**src/inc/irq_bind_pkg.sv**
```systemverilog
// constants and types for the interrupt event binding block
// Behaviour
// - attach binds routine to event, sets enable
// - detach clears binding and event enable
// - event dispatches only to latest attached routine
// - many events may share one routine
// - global disable queues bound events until enable
// - unbound or detached events never dispatched nor queued
// - counter input conflict on attach reports 0002
// - valid event range depends on product variant
// - counter match events 12,13,16,32,29,33
// - pulse channel done raises events 19, 20
// - run entry clears global enable
// - input edges: rising even, falling next odd
`default_nettype none
package irq_bind_pkg;

    // ****************************************
    // sizes
    // ****************************************
    localparam int NUM_EV = 34;        // events 0..33
    localparam int EV_W = 6;           // event number width
    localparam int RT_W = 7;           // routine number width, 0..127
    localparam int NUM_PIN = 4;        // edge-sensing inputs
    localparam int ERR_W = 16;         // error code width

    // ****************************************
    // operations, variants, error codes
    // ****************************************
    typedef enum logic [1:0] {
        OP_ATTACH,                     // attach_event_op
        OP_DETACH,                     // detach_event_op
        OP_ENABLE,                     // global_irq_enable_op
        OP_DISABLE                     // global_irq_disable_op
    } op_t;
    localparam logic [1:0] VARIANT_SMALL = 2'h0;
    localparam logic [1:0] VARIANT_MID = 2'h1;
    localparam logic [ERR_W-1:0] ERR_NONE = 16'h0000;
    localparam logic [ERR_W-1:0] ERR_CONFLICT = 16'h0002;
    localparam logic [ERR_W-1:0] ERR_RANGE = 16'h0003;
    localparam logic GIE_RESET = 1'b0;

    // ****************************************
    // valid event ranges
    // ****************************************
    localparam logic [EV_W-1:0] EV_SMALL_LO_END = 6'h0c;  // 0..12
    localparam logic [EV_W-1:0] EV_MID_BASE = 6'h13;      // 19
    localparam logic [EV_W-1:0] EV_MID_END = 6'h17;       // 23
    localparam logic [EV_W-1:0] EV_HIGH_BASE = 6'h1b;     // 27
    localparam logic [EV_W-1:0] EV_LAST = 6'h21;          // 33

    // ****************************************
    // event numbers per source
    // ****************************************
    // current-equals-preset, indexed by counter 0..5
    localparam logic [EV_W-1:0] EV_FC_MATCH [6] = '{6'h0c, 6'h0d, 6'h10, 6'h20, 6'h1d, 6'h21};
    // direction change / external reset, counters 0,1,2,4
    localparam logic [EV_W-1:0] EV_FC_DIR [4] = '{6'h1b, 6'h0e, 6'h11, 6'h1e};
    localparam logic [EV_W-1:0] EV_FC_RST [4] = '{6'h1c, 6'h0f, 6'h12, 6'h1f};
    localparam int FC_AUX_CTR [4] = '{0, 1, 2, 4};
    // port 0 / port 1
    localparam logic [EV_W-1:0] EV_RX_CHAR [2] = '{6'h08, 6'h19};
    localparam logic [EV_W-1:0] EV_TX_DONE [2] = '{6'h09, 6'h1a};
    localparam logic [EV_W-1:0] EV_RX_MSG [2] = '{6'h17, 6'h18};
    localparam logic [EV_W-1:0] EV_TIMED [2] = '{6'h0a, 6'h0b};
    localparam logic [EV_W-1:0] EV_TMR_MATCH [2] = '{6'h15, 6'h16};
    localparam logic [EV_W-1:0] EV_PULSE_DONE [2] = '{6'h13, 6'h14};

endpackage
`default_nettype wire

```
**src/core/event_routine_binding_irq.sv**
```systemverilog
// interrupt event to routine binding, queueing and dispatch
`timescale 1ns/1ps
`default_nettype none
module event_routine_binding_irq
    import irq_bind_pkg::*;
(
    // clock and reset
    input wire logic clock_i,
    input wire logic rst_b_i,
    // operations from the processor core
    input wire logic op_valid_i,
    input wire op_t op_code_i,
    input wire logic [EV_W-1:0] op_event_i,
    input wire logic [RT_W-1:0] op_routine_i,
    // configuration and mode
    input wire logic [1:0] variant_i,
    input wire logic run_entry_i,
    // digital input pins (asynchronous)
    input wire logic [NUM_PIN-1:0] din_i,
    // fast counter sources
    input wire logic [5:0] fc_match_i,
    input wire logic [3:0] fc_dir_i,
    input wire logic [3:0] fc_ext_reset_i,
    input wire logic [5:0] fc_conflict_i,
    // serial, timed, timer and pulse sources
    input wire logic [1:0] rx_char_i,
    input wire logic [1:0] tx_done_i,
    input wire logic [1:0] rx_msg_i,
    input wire logic [1:0] timed_i,
    input wire logic [1:0] timer_match_i,
    input wire logic [1:0] pulse_done_i,
    // operation result
    output logic op_done_o,
    output logic enable_out_o,
    output logic [ERR_W-1:0] error_code_o,
    // dispatch to the core
    output logic dispatch_valid_o,
    output logic [EV_W-1:0] dispatch_event_o,
    output logic [RT_W-1:0] dispatch_routine_o,
    // status
    output logic global_enable_o,
    output logic overflow_o
);

    // ****************************************
    // state
    // ****************************************
    typedef struct packed {
        logic [NUM_EV-1:0] bound;                  // valid bit per entry
        logic [NUM_EV-1:0][RT_W-1:0] routine;      // bound routine per entry
        logic [NUM_EV-1:0] pending;                // one queued occurrence per event
        logic gie;                                 // global enable
        logic [NUM_PIN-1:0] sync1;                 // first sync stage
        logic [NUM_PIN-1:0] sync2;                 // second sync stage
        logic [NUM_PIN-1:0] pin_prev;              // previous synced level
        logic op_done;
        logic enable_out;
        logic [ERR_W-1:0] error_code;
        logic disp_valid;
        logic [EV_W-1:0] disp_event;
        logic [RT_W-1:0] disp_routine;
        logic overflow;
    } state_t;

    state_t st;                      // registered state
    state_t next_st;                 // next state
    logic [NUM_EV-1:0] raw;          // events raised this cycle
    logic sel_valid;                 // a pending event is chosen for dispatch
    logic [EV_W-1:0] sel_ev;         // the chosen event

    // ****************************************
    // decoding helpers
    // ****************************************
    // event number legal for the product variant
    function automatic logic ev_ok(input logic [EV_W-1:0] ev, input logic [1:0] variant);
        logic hi;
        hi = (ev >= EV_HIGH_BASE) && (ev <= EV_LAST);
        if (variant == VARIANT_SMALL) begin
            ev_ok = (ev <= EV_SMALL_LO_END) || ((ev >= EV_MID_BASE) && (ev <= EV_MID_END)) || hi;
        end else if (variant == VARIANT_MID) begin
            ev_ok = (ev <= EV_MID_END) || hi;
        end else begin
            ev_ok = (ev <= EV_LAST);
        end
    endfunction

    // event belongs to a counter whose input assignment conflicts
    function automatic logic fc_conflicts(input logic [EV_W-1:0] ev, input logic [5:0] cf);
        fc_conflicts = 1'b0;
        for (int c = 0; c < 6; c++) begin
            if (ev == EV_FC_MATCH[c] && cf[c]) begin
                fc_conflicts = 1'b1;
            end
        end
        for (int k = 0; k < 4; k++) begin
            if ((ev == EV_FC_DIR[k] || ev == EV_FC_RST[k]) && cf[FC_AUX_CTR[k]]) begin
                fc_conflicts = 1'b1;
            end
        end
    endfunction

    // ****************************************
    // next state
    // ****************************************
    always_comb begin
        logic found;
        found = 1'b0;
        next_st = st;
        sel_valid = 1'b0;
        sel_ev = '0;
        // pins pass two flops before edge detection
        next_st.sync1 = din_i;
        next_st.sync2 = st.sync1;
        next_st.pin_prev = st.sync2;
        next_st.op_done = 1'b0;
        next_st.disp_valid = 1'b0;
        next_st.overflow = 1'b0;
        raw = '0;
        // rising edge even, falling edge odd
        for (int p = 0; p < NUM_PIN; p++) begin
            raw[2*p] = st.sync2[p] & ~st.pin_prev[p];
            raw[2*p+1] = ~st.sync2[p] & st.pin_prev[p];
        end
        for (int c = 0; c < 6; c++) begin
            raw[EV_FC_MATCH[c]] = fc_match_i[c];
        end
        for (int k = 0; k < 4; k++) begin
            raw[EV_FC_DIR[k]] = fc_dir_i[k];
            raw[EV_FC_RST[k]] = fc_ext_reset_i[k];
        end
        for (int q = 0; q < 2; q++) begin
            raw[EV_RX_CHAR[q]] = rx_char_i[q];
            raw[EV_TX_DONE[q]] = tx_done_i[q];
            raw[EV_RX_MSG[q]] = rx_msg_i[q];
            raw[EV_TIMED[q]] = timed_i[q];
            raw[EV_TMR_MATCH[q]] = timer_match_i[q];
            raw[EV_PULSE_DONE[q]] = pulse_done_i[q];
        end
        // events the variant lacks are never raised
        for (int e = 0; e < NUM_EV; e++) begin
            raw[e] = raw[e] & ev_ok(EV_W'(e), variant_i);
        end
        // queue only bound events; a repeat while queued is an overflow
        for (int e = 0; e < NUM_EV; e++) begin
            if (raw[e] && st.bound[e]) begin
                if (st.pending[e]) begin
                    next_st.overflow = 1'b1;
                end
                next_st.pending[e] = 1'b1;
            end
        end
        // lowest pending event goes first while globally enabled
        if (st.gie) begin
            for (int e = 0; e < NUM_EV; e++) begin
                if (!found && st.pending[e]) begin
                    found = 1'b1;
                    sel_ev = EV_W'(e);
                    // a new occurrence in the same cycle stays queued
                    next_st.pending[e] = raw[e] & st.bound[e];
                    if (st.bound[e]) begin
                        sel_valid = 1'b1;
                        next_st.disp_valid = 1'b1;
                        next_st.disp_event = EV_W'(e);
                        next_st.disp_routine = st.routine[e];
                    end
                end
            end
        end
        // operations from the core
        if (op_valid_i) begin
            next_st.op_done = 1'b1;
            next_st.enable_out = 1'b1;
            next_st.error_code = ERR_NONE;
            case (op_code_i)
                OP_ATTACH: begin
                    if (!ev_ok(op_event_i, variant_i)) begin
                        next_st.enable_out = 1'b0;
                        next_st.error_code = ERR_RANGE;
                    end else if (fc_conflicts(op_event_i, fc_conflict_i)) begin
                        next_st.enable_out = 1'b0;
                        next_st.error_code = ERR_CONFLICT;
                    end else begin
                        // one entry per event: the new routine replaces the old
                        next_st.bound[op_event_i] = 1'b1;
                        next_st.routine[op_event_i] = op_routine_i;
                    end
                end
                OP_DETACH: begin
                    if (!ev_ok(op_event_i, variant_i)) begin
                        next_st.enable_out = 1'b0;
                        next_st.error_code = ERR_RANGE;
                    end else begin
                        next_st.bound[op_event_i] = 1'b0;
                        next_st.pending[op_event_i] = 1'b0;
                    end
                end
                OP_ENABLE: begin
                    next_st.gie = 1'b1;
                end
                default: begin
                    next_st.gie = 1'b0;
                end
            endcase
        end
        // run entry overrides any enable in the same cycle
        if (run_entry_i) begin
            next_st.gie = GIE_RESET;
        end
    end

    // ****************************************
    // state register
    // ****************************************
    always_ff @(posedge clock_i or negedge rst_b_i) begin
        if (!rst_b_i) begin
            st <= '0;
        end else begin
            st <= next_st;
        end
    end

    // ****************************************
    // outputs, all straight from flops
    // ****************************************
    assign op_done_o = st.op_done;
    assign enable_out_o = st.enable_out;
    assign error_code_o = st.error_code;
    assign dispatch_valid_o = st.disp_valid;
    assign dispatch_event_o = st.disp_event;
    assign dispatch_routine_o = st.disp_routine;
    assign global_enable_o = st.gie;
    assign overflow_o = st.overflow;
endmodule
`default_nettype wire

```
**config.mk**
```make
export PLATFORM = sky130hd
export DESIGN_NAME = event_routine_binding_irq
export DESIGN_NICKNAME = d
export VERILOG_FILES = /design/src/inc/irq_bind_pkg.sv /design/src/core/event_routine_binding_irq.sv
export SDC_FILE = /design/constraint.sdc
export NUM_CORES = 1
export LEC_CHECK = 0
export CORE_MARGIN = 3
export CORE_UTILIZATION = 55
export DETAILED_ROUTE_END_ITERATION = 8
export DONT_BUFFER_PORTS = 1
export GPL_TIMING_DRIVEN = 0
export PLACE_DENSITY = 0.71
export SLEW_MARGIN = 10
export SYNTH_ARGS = -nofsm -noshare
export SYNTH_HDL_FRONTEND = slang
export SYNTH_SLANG_ARGS = --single-unit
```
**constraint.sdc**
```tcl
create_clock -name clock_i -period 3.1 [get_ports clock_i]
set_input_delay 0.31 -clock clock_i [delete_from_list [all_inputs] [get_ports clock_i]]
set_output_delay 0.31 -clock clock_i [all_outputs]
set_load 0.02 [all_outputs]
```
-- After elaboration in Yosys (flattened, before gate mapping)
Index checks and enable logic that the tools add are counted.
- register bits: 352
- bits of input ports: 57
- output and inout bits: 34
- word-level logic and storage cells: 593
- order comparisons: 7
- equal/unequal tests: 21
- mux-type cells: 326
- bitwise logic cells: 64
- reductions and logical operators: 128
- operators by type and width (kind ; number):
    $mux 14 ; 83
    $mux 272 ; 2
    $bwmux 238 ; 1
    $mux 1 ; 225
    $mux 34 ; 4
    $logic_and 1x1->1 ; 80
    $and 34x34->34 ; 2
    $pmux 34 s2 ; 1
    $and 1x1->1 ; 51
    $mux 17 ; 3
    $eq 6x5->1 const B ; 8
    $demux 7 s6 ; 1
    $mux 35 ; 1
    $not 34->34 ; 1
    $or 34x34->34 ; 1
    $pmux 17 s2 ; 1
    $logic_not 1->1 ; 33
    $eq 6x4->1 const B ; 4
    $mux 18 ; 1
    $eq 6x6->1 const B ; 2
    $ge 6x5->1 const B ; 2
    $not 1->1 ; 9
    $logic_or 1x1->1 ; 7
    $lt 6x7->1 const B ; 1
    17 further kinds ; 22

-- Logic depth before layout (Yosys ltp)
- depth after elaboration: 139
- mapped depth: 13
- gate-level depth less buffers: 9

-- Worst setup path after synthesis
Ideal clock, no wire load.
- path kind: register -> register
- start point: register st[49] in the netlist's numbering
- end point: register st, in the netlist dispatch_event_o[0]
- setup time: 0.077 ns
- arrival: 2.638 ns
- data required time: 3.023 ns
- path slack: 0.384 ns
- stages on the path, launching flop included: 12
- buffers on the path: 2
- clock period less this slack: 2.716 ns
- cells stage by stage: dfrtp_1 > buf_6 > or4_1 > buf_6 > nor3_4 > nand4_2 > nand4_1 > a221oi_1 > a2111oi_2 > nor4_1 > or3_1 > a21oi_1
- word-level cells in the longest chain between the ends: 122
- elaborated cells between the ends (all ways): 194
- classes of those cells: mux: 133; reduce/logical: 61
- RTL lines (what ; RTL line ; RTL):
    start, declared ; event_routine_binding_irq.sv:65 ; state_t st;
    start signal, assigned ; event_routine_binding_irq.sv:218 ; st <= next_st;
    $logic_and 1x1->1 (*) ; event_routine_binding_irq.sv:155 ; if (!found && st.pending[e]) begin
    $mux 1 ; event_routine_binding_irq.sv:155 ;
    $mux 1 ; event_routine_binding_irq.sv:153 ; if (st.gie) begin
    $logic_not 1->1 ; event_routine_binding_irq.sv:155 ;
    $logic_and 1x1->1 ; event_routine_binding_irq.sv:155 ;
    $mux 1 ; event_routine_binding_irq.sv:155 ;
    $mux 1 ; event_routine_binding_irq.sv:153 ;
    $logic_not 1->1 ; event_routine_binding_irq.sv:155 ;
    [106 not listed] ; -- ;
    $mux 1 ; event_routine_binding_irq.sv:153 ;
    $logic_not 1->1 ; event_routine_binding_irq.sv:155 ;
    $logic_and 1x1->1 ; event_routine_binding_irq.sv:155 ;
    $mux 1 ; event_routine_binding_irq.sv:155 ;
    $mux 1 ; event_routine_binding_irq.sv:153 ;
    $logic_not 1->1 ; event_routine_binding_irq.sv:155 ;
    $logic_and 1x1->1 ; event_routine_binding_irq.sv:155 ;
    $mux 14 (*) ; event_routine_binding_irq.sv:155 ;
Every way passes the cells marked *; elsewhere a longest branch is shown, timed or not. The select of a mux whose other input is x is not followed.
A chain may end at the register's enable or synchronous reset.

-- Final worst setup path
- start point: register st[56] in the netlist's numbering
- end point: register st, in the netlist dispatch_routine_o[5]
- word-level cells in the longest chain between the ends: 94
- elaborated cells between the ends (all ways): 148
- classes of those cells: mux: 101; reduce/logical: 47
- RTL lines (what ; RTL line):
    $logic_and 1x1->1 (*) ; event_routine_binding_irq.sv:155
    $mux 1 ; event_routine_binding_irq.sv:155
    $mux 1 ; event_routine_binding_irq.sv:153
    $logic_not 1->1 ; event_routine_binding_irq.sv:155
    $logic_and 1x1->1 ; event_routine_binding_irq.sv:155
    $mux 1 ; event_routine_binding_irq.sv:155
    $mux 1 ; event_routine_binding_irq.sv:153
    $logic_not 1->1 ; event_routine_binding_irq.sv:155
    [78 not listed] ; --
    $mux 1 ; event_routine_binding_irq.sv:153
    $logic_not 1->1 ; event_routine_binding_irq.sv:155
    $logic_and 1x1->1 ; event_routine_binding_irq.sv:155
    $mux 1 ; event_routine_binding_irq.sv:155
    $mux 1 ; event_routine_binding_irq.sv:153
    $logic_not 1->1 ; event_routine_binding_irq.sv:155
    $logic_and 1x1->1 ; event_routine_binding_irq.sv:155
    $mux 14 (*) ; event_routine_binding_irq.sv:155
Marks and branches as above.

==> reports/summary.md <==
* 31640 sq um — CORE AREA
* 0.01896 ns — final setup skew
* 17.59% — signed area change from the synthesized netlist to the final layout
* 0 — Max Slew Vio Count
* 101.3% — part of the cycle the worst path needs
* 0 — number of enable-type register cells in the synthesized netlist
* 339 — maximum number of pins on one net before global-route repair
* 0 — global-route congestion overflow total
* dfrtp_1 — leading cell type in the layout, fill and taps excluded
* 16.04% — remaining max-slew budget at the tightest pin
* 2499 — count of fill cells added during filler insertion
* 3 — maximum number of buffers from clock root to sink
* 1 — setup-violating endpoint count in the final report
* finished with violations — run status
* 74 — Synth cell types
* 100.0% — share of synthesized registers carrying an async set or reset
* 2 — CTS HTree Levels
* 56.04% — initial core utilization
* 26.94% — fraction of layout cells with a size suffix above 1
* 2297 — number of cells in the finished layout apart from fillers
* 91 — number of top-level pins
* 39 — number of buffers inserted for hold repair after clock tree synthesis
* 6.780 — post-detailed-route via-to-cell ratio
* clkbuf_16 — clock root buffer
* 1 — antenna violations before repair
* yes — unrepaired setup endpoints after global routing
* dfrtp_1, mux2_2, nand2_1, nor2_1, a21oi_1 — commonest non-fill, non-tap cells in the layout
* 7 — Detailed Routing Iterations Pass 1
* 0.06 ns — clock slew seen by the registers of the worst setup and hold paths
* dfrtp_1 — main flop type after synthesis
* 17730 sq um — cell area after synthesis
* register — type of origin of the critical path
* 25.71 um — Wirelength per Cell
* 15573 — total via count in the routed design
* register — nature of the critical path endpoint
* 3.60 ns — Crit path arrival time
* hold timing, setup timing — failing checks
* 3.56 ns — required time of the critical path
* built — CTS tree
* 185.5 um — die width
* 12 — number of cells on the worst reg-to-reg path
* 1766 — count of routing violations after the opening detailed-route iteration
* 20.0% — combinational share of power
* 2147 — Inst Count DP
* 18280 sq um — area of placed instances
* 8.477 mW — internal cell power
* 0 — number of remaining DRC errors
* 34430 sq um — DIE AREA
* 338 — endpoints failing hold
* 30.27% — sw frac
* 0 — Antenna Nets Post-Route
* 3.679 mW — power spent charging and discharging nets
* in -> async — path class of the lowest-slack min-delay path
* 185.5 um — die span in y
* 0 — number of maximum-capacitance violations
* 338 — flip-flop and latch count after synthesis
* 65 — row count
* 0.54 ns — clock latency at the later pin of the worst-skew pair
* 1.014 — gpl congestion
* 10 — largest fanout of any net on the critical path
* 14876 — number of global-route vias before repair
* 20850 sq um — finished layout cell area
* 10.24 sq um — mean post-synth cell area
* 583.1 nW/um^2 — PwrDens
* -0.03955 ns — fin worst setup slack
* 59.05 mm — total detailed-routing wirelength
* 318.5 MHz — Max Freq
* 9.634 nW — leakage power of the design
* 1732 — cell count after synthesis
* 338 — number of sinks on the clock net
* 0.0004297 V — worst vdd ir
* 33.45% — GRT Overall Usage
* -0.5125 ns — worst hold slack across all endpoints
* 40.4% — share of power burned in registers
* 39.6% — Clock Power Share
* 47.71% — fraction of the yosys area taken by sequential cells
* 3.140 ns — time the worst path needs with I/O delays and setup
* 41.30 mm — final HPWL from detailed placement
* 1921 — nets
* 0 — count of input and output buffers
* 1.259 ns — actual transition at the worst max-transition pin
* 38 — number of buffers inserted during clock tree synthesis
* 88.00 mm — global-route wire length before repair
* reg -> reg — Crit Path Category
* 0 — Ys Warns
[area by class of cell]
type                            instances  area [sq um]  share of cell area (%)
Timing Repair Buffer                   87         779.5                   3.739
Tap cell                              402         503.0                   2.413
Multi-Input combinational cell       1252          8987                   43.11
Clock inverter                         12         171.4                  0.8222
Sequential cell                       338          8467                   40.61
Buffer                                130         694.4                   3.331
Inverter                               17         63.81                  0.3061
Clock buffer                           57          1176                   5.642
Antenna cell                            2         5.005                 0.02401
[power by group through the flow]
stage	clock [mW]	sequential, mW	combinational (mW)
final	4.81	4.91	2.43
after global routing	5.05	4.93	2.54
after CTS	4.87	4.89	2.23
after detailed placement	0	4.95	1.96
after global placement	0	4.95	1.93
after floorplan	0	4.87	1.31
[Yosys cell counts, types with 5 or more instances]
master    count  area [sq um]
nor2b_1       8         50.05
mux2i_1       6         60.06
and4_1        6         52.55
o21ai_1       5         25.02
mux2_2      244          2748
a21o_1       17         127.6
a22o_1        8         70.07
a22oi_1      44         330.3
and2_1        6         37.54
o21ai_0      96         480.5
inv_1        17         63.81
nand3_1      34         170.2
dfrtp_1     338          8458
and3_1       11         68.82
o211ai_1     33         247.7
buf_4        31         232.7
a32oi_1      14         122.6
o41ai_1       5         43.79
buf_2        16         80.08
a211o_1       9         78.83
o31ai_2       5         62.56
nand4_1      34         212.7
a21oi_1     115         575.6
nor2_1      144         540.5
or4_1        10         75.07
o31ai_1      12         90.09
or3_1        13         81.33
buf_1         6         22.52
o22ai_1      18         112.6
a222oi_1      6         60.06
nand2b_1      7         43.79
o221ai_1     19         166.4
nor4_1       11         68.82
a211oi_1     12         90.09
nand3b_1     19         142.6
a31oi_1       9         56.30
or2_2         5         31.28
nor3_1       30         150.1
nand2_1     159         596.8
clkbuf_1     82         307.8
[metal layers]
layer / part of all wire (%) / up-vias / track usage (%)
li1: - / 6700 / -
met1: 40 / 7808 / 45.61
met2: 45 / 846 / 52.46
met3: 9.0 / 219 / 6.215
met4: 5.8 / 0 / 15.19
met5: 0 / - / 0
[worst max-delay path: stages (launching register included)]
cell and delay, ns:
dfrtp_1 0.40, buf_4 0.16, nor2_2 0.31, nand4_1 0.23
buf_4 0.20, buf_4 0.17, nor2_4 0.16, nand2_1 0.16
clkbuf_2 0.23, nor4_1 0.56, nand2_1 0.13, nand4b_1 0.18
a31o_1 0.17
[repair_timing]
item	CTS	global route
cloned	0	1
setup buffers	26	21
endpoints found under the setup margin	23	125
hold endpoints to repair	395	338
pin swaps	13	31
gates resized for setup	67	72
[path summary, 6_finish.rpt]
path / start / endpoint / slack [ns]
max in group asynchronous: rst_b_i / st[54] / 2.56
hold / removal: rst_b_i / async pin / -0.51
hold reg to reg: next_st[40] / next_st[36] / 0.35
setup reg to reg: st[56] / dispatch_routine_o[5] / -0.04
min in group clock_i: fc_dir_i[0] / st[73] / 0.01
setup / recovery: st[56] / dispatch_routine_o[5] / -0.04
[per-stage QoR]
step / setup WS (ns) / TNS, ns / util [%] / total power, mW / hold WS [ns]
floorplan: 0.3844 / 0 / - / 6.182 / 0.01441
global placement: -0.9619 / -65.76 / 57.79 / 6.879 / 0.02548
detailed placement: -1.052 / -81.00 / 57.79 / 6.915 / 0.02212
CTS: 0.003529 / 0 / 64.61 / 11.99 / -0.5271
global route: -0.03648 / -0.09671 / 65.89 / 12.52 / -0.5214
finish: -0.03955 / -0.03955 / 65.90 / 12.16 / -0.5125
[cell families after synthesis]
| family | Yosys count | synth area share, % |
|---|---|---|
| and+or+nand+nor | 529 | 15.16 |
| AOI/OAI and AO/OA | 459 | 17.10 |
| DFF | 338 | 47.71 |
| muxes | 250 | 15.84 |
| buffers and inverters | 155 | 4.178 |
| other | 1 | 0.02115 |
(Power assumes the default switching activity.)
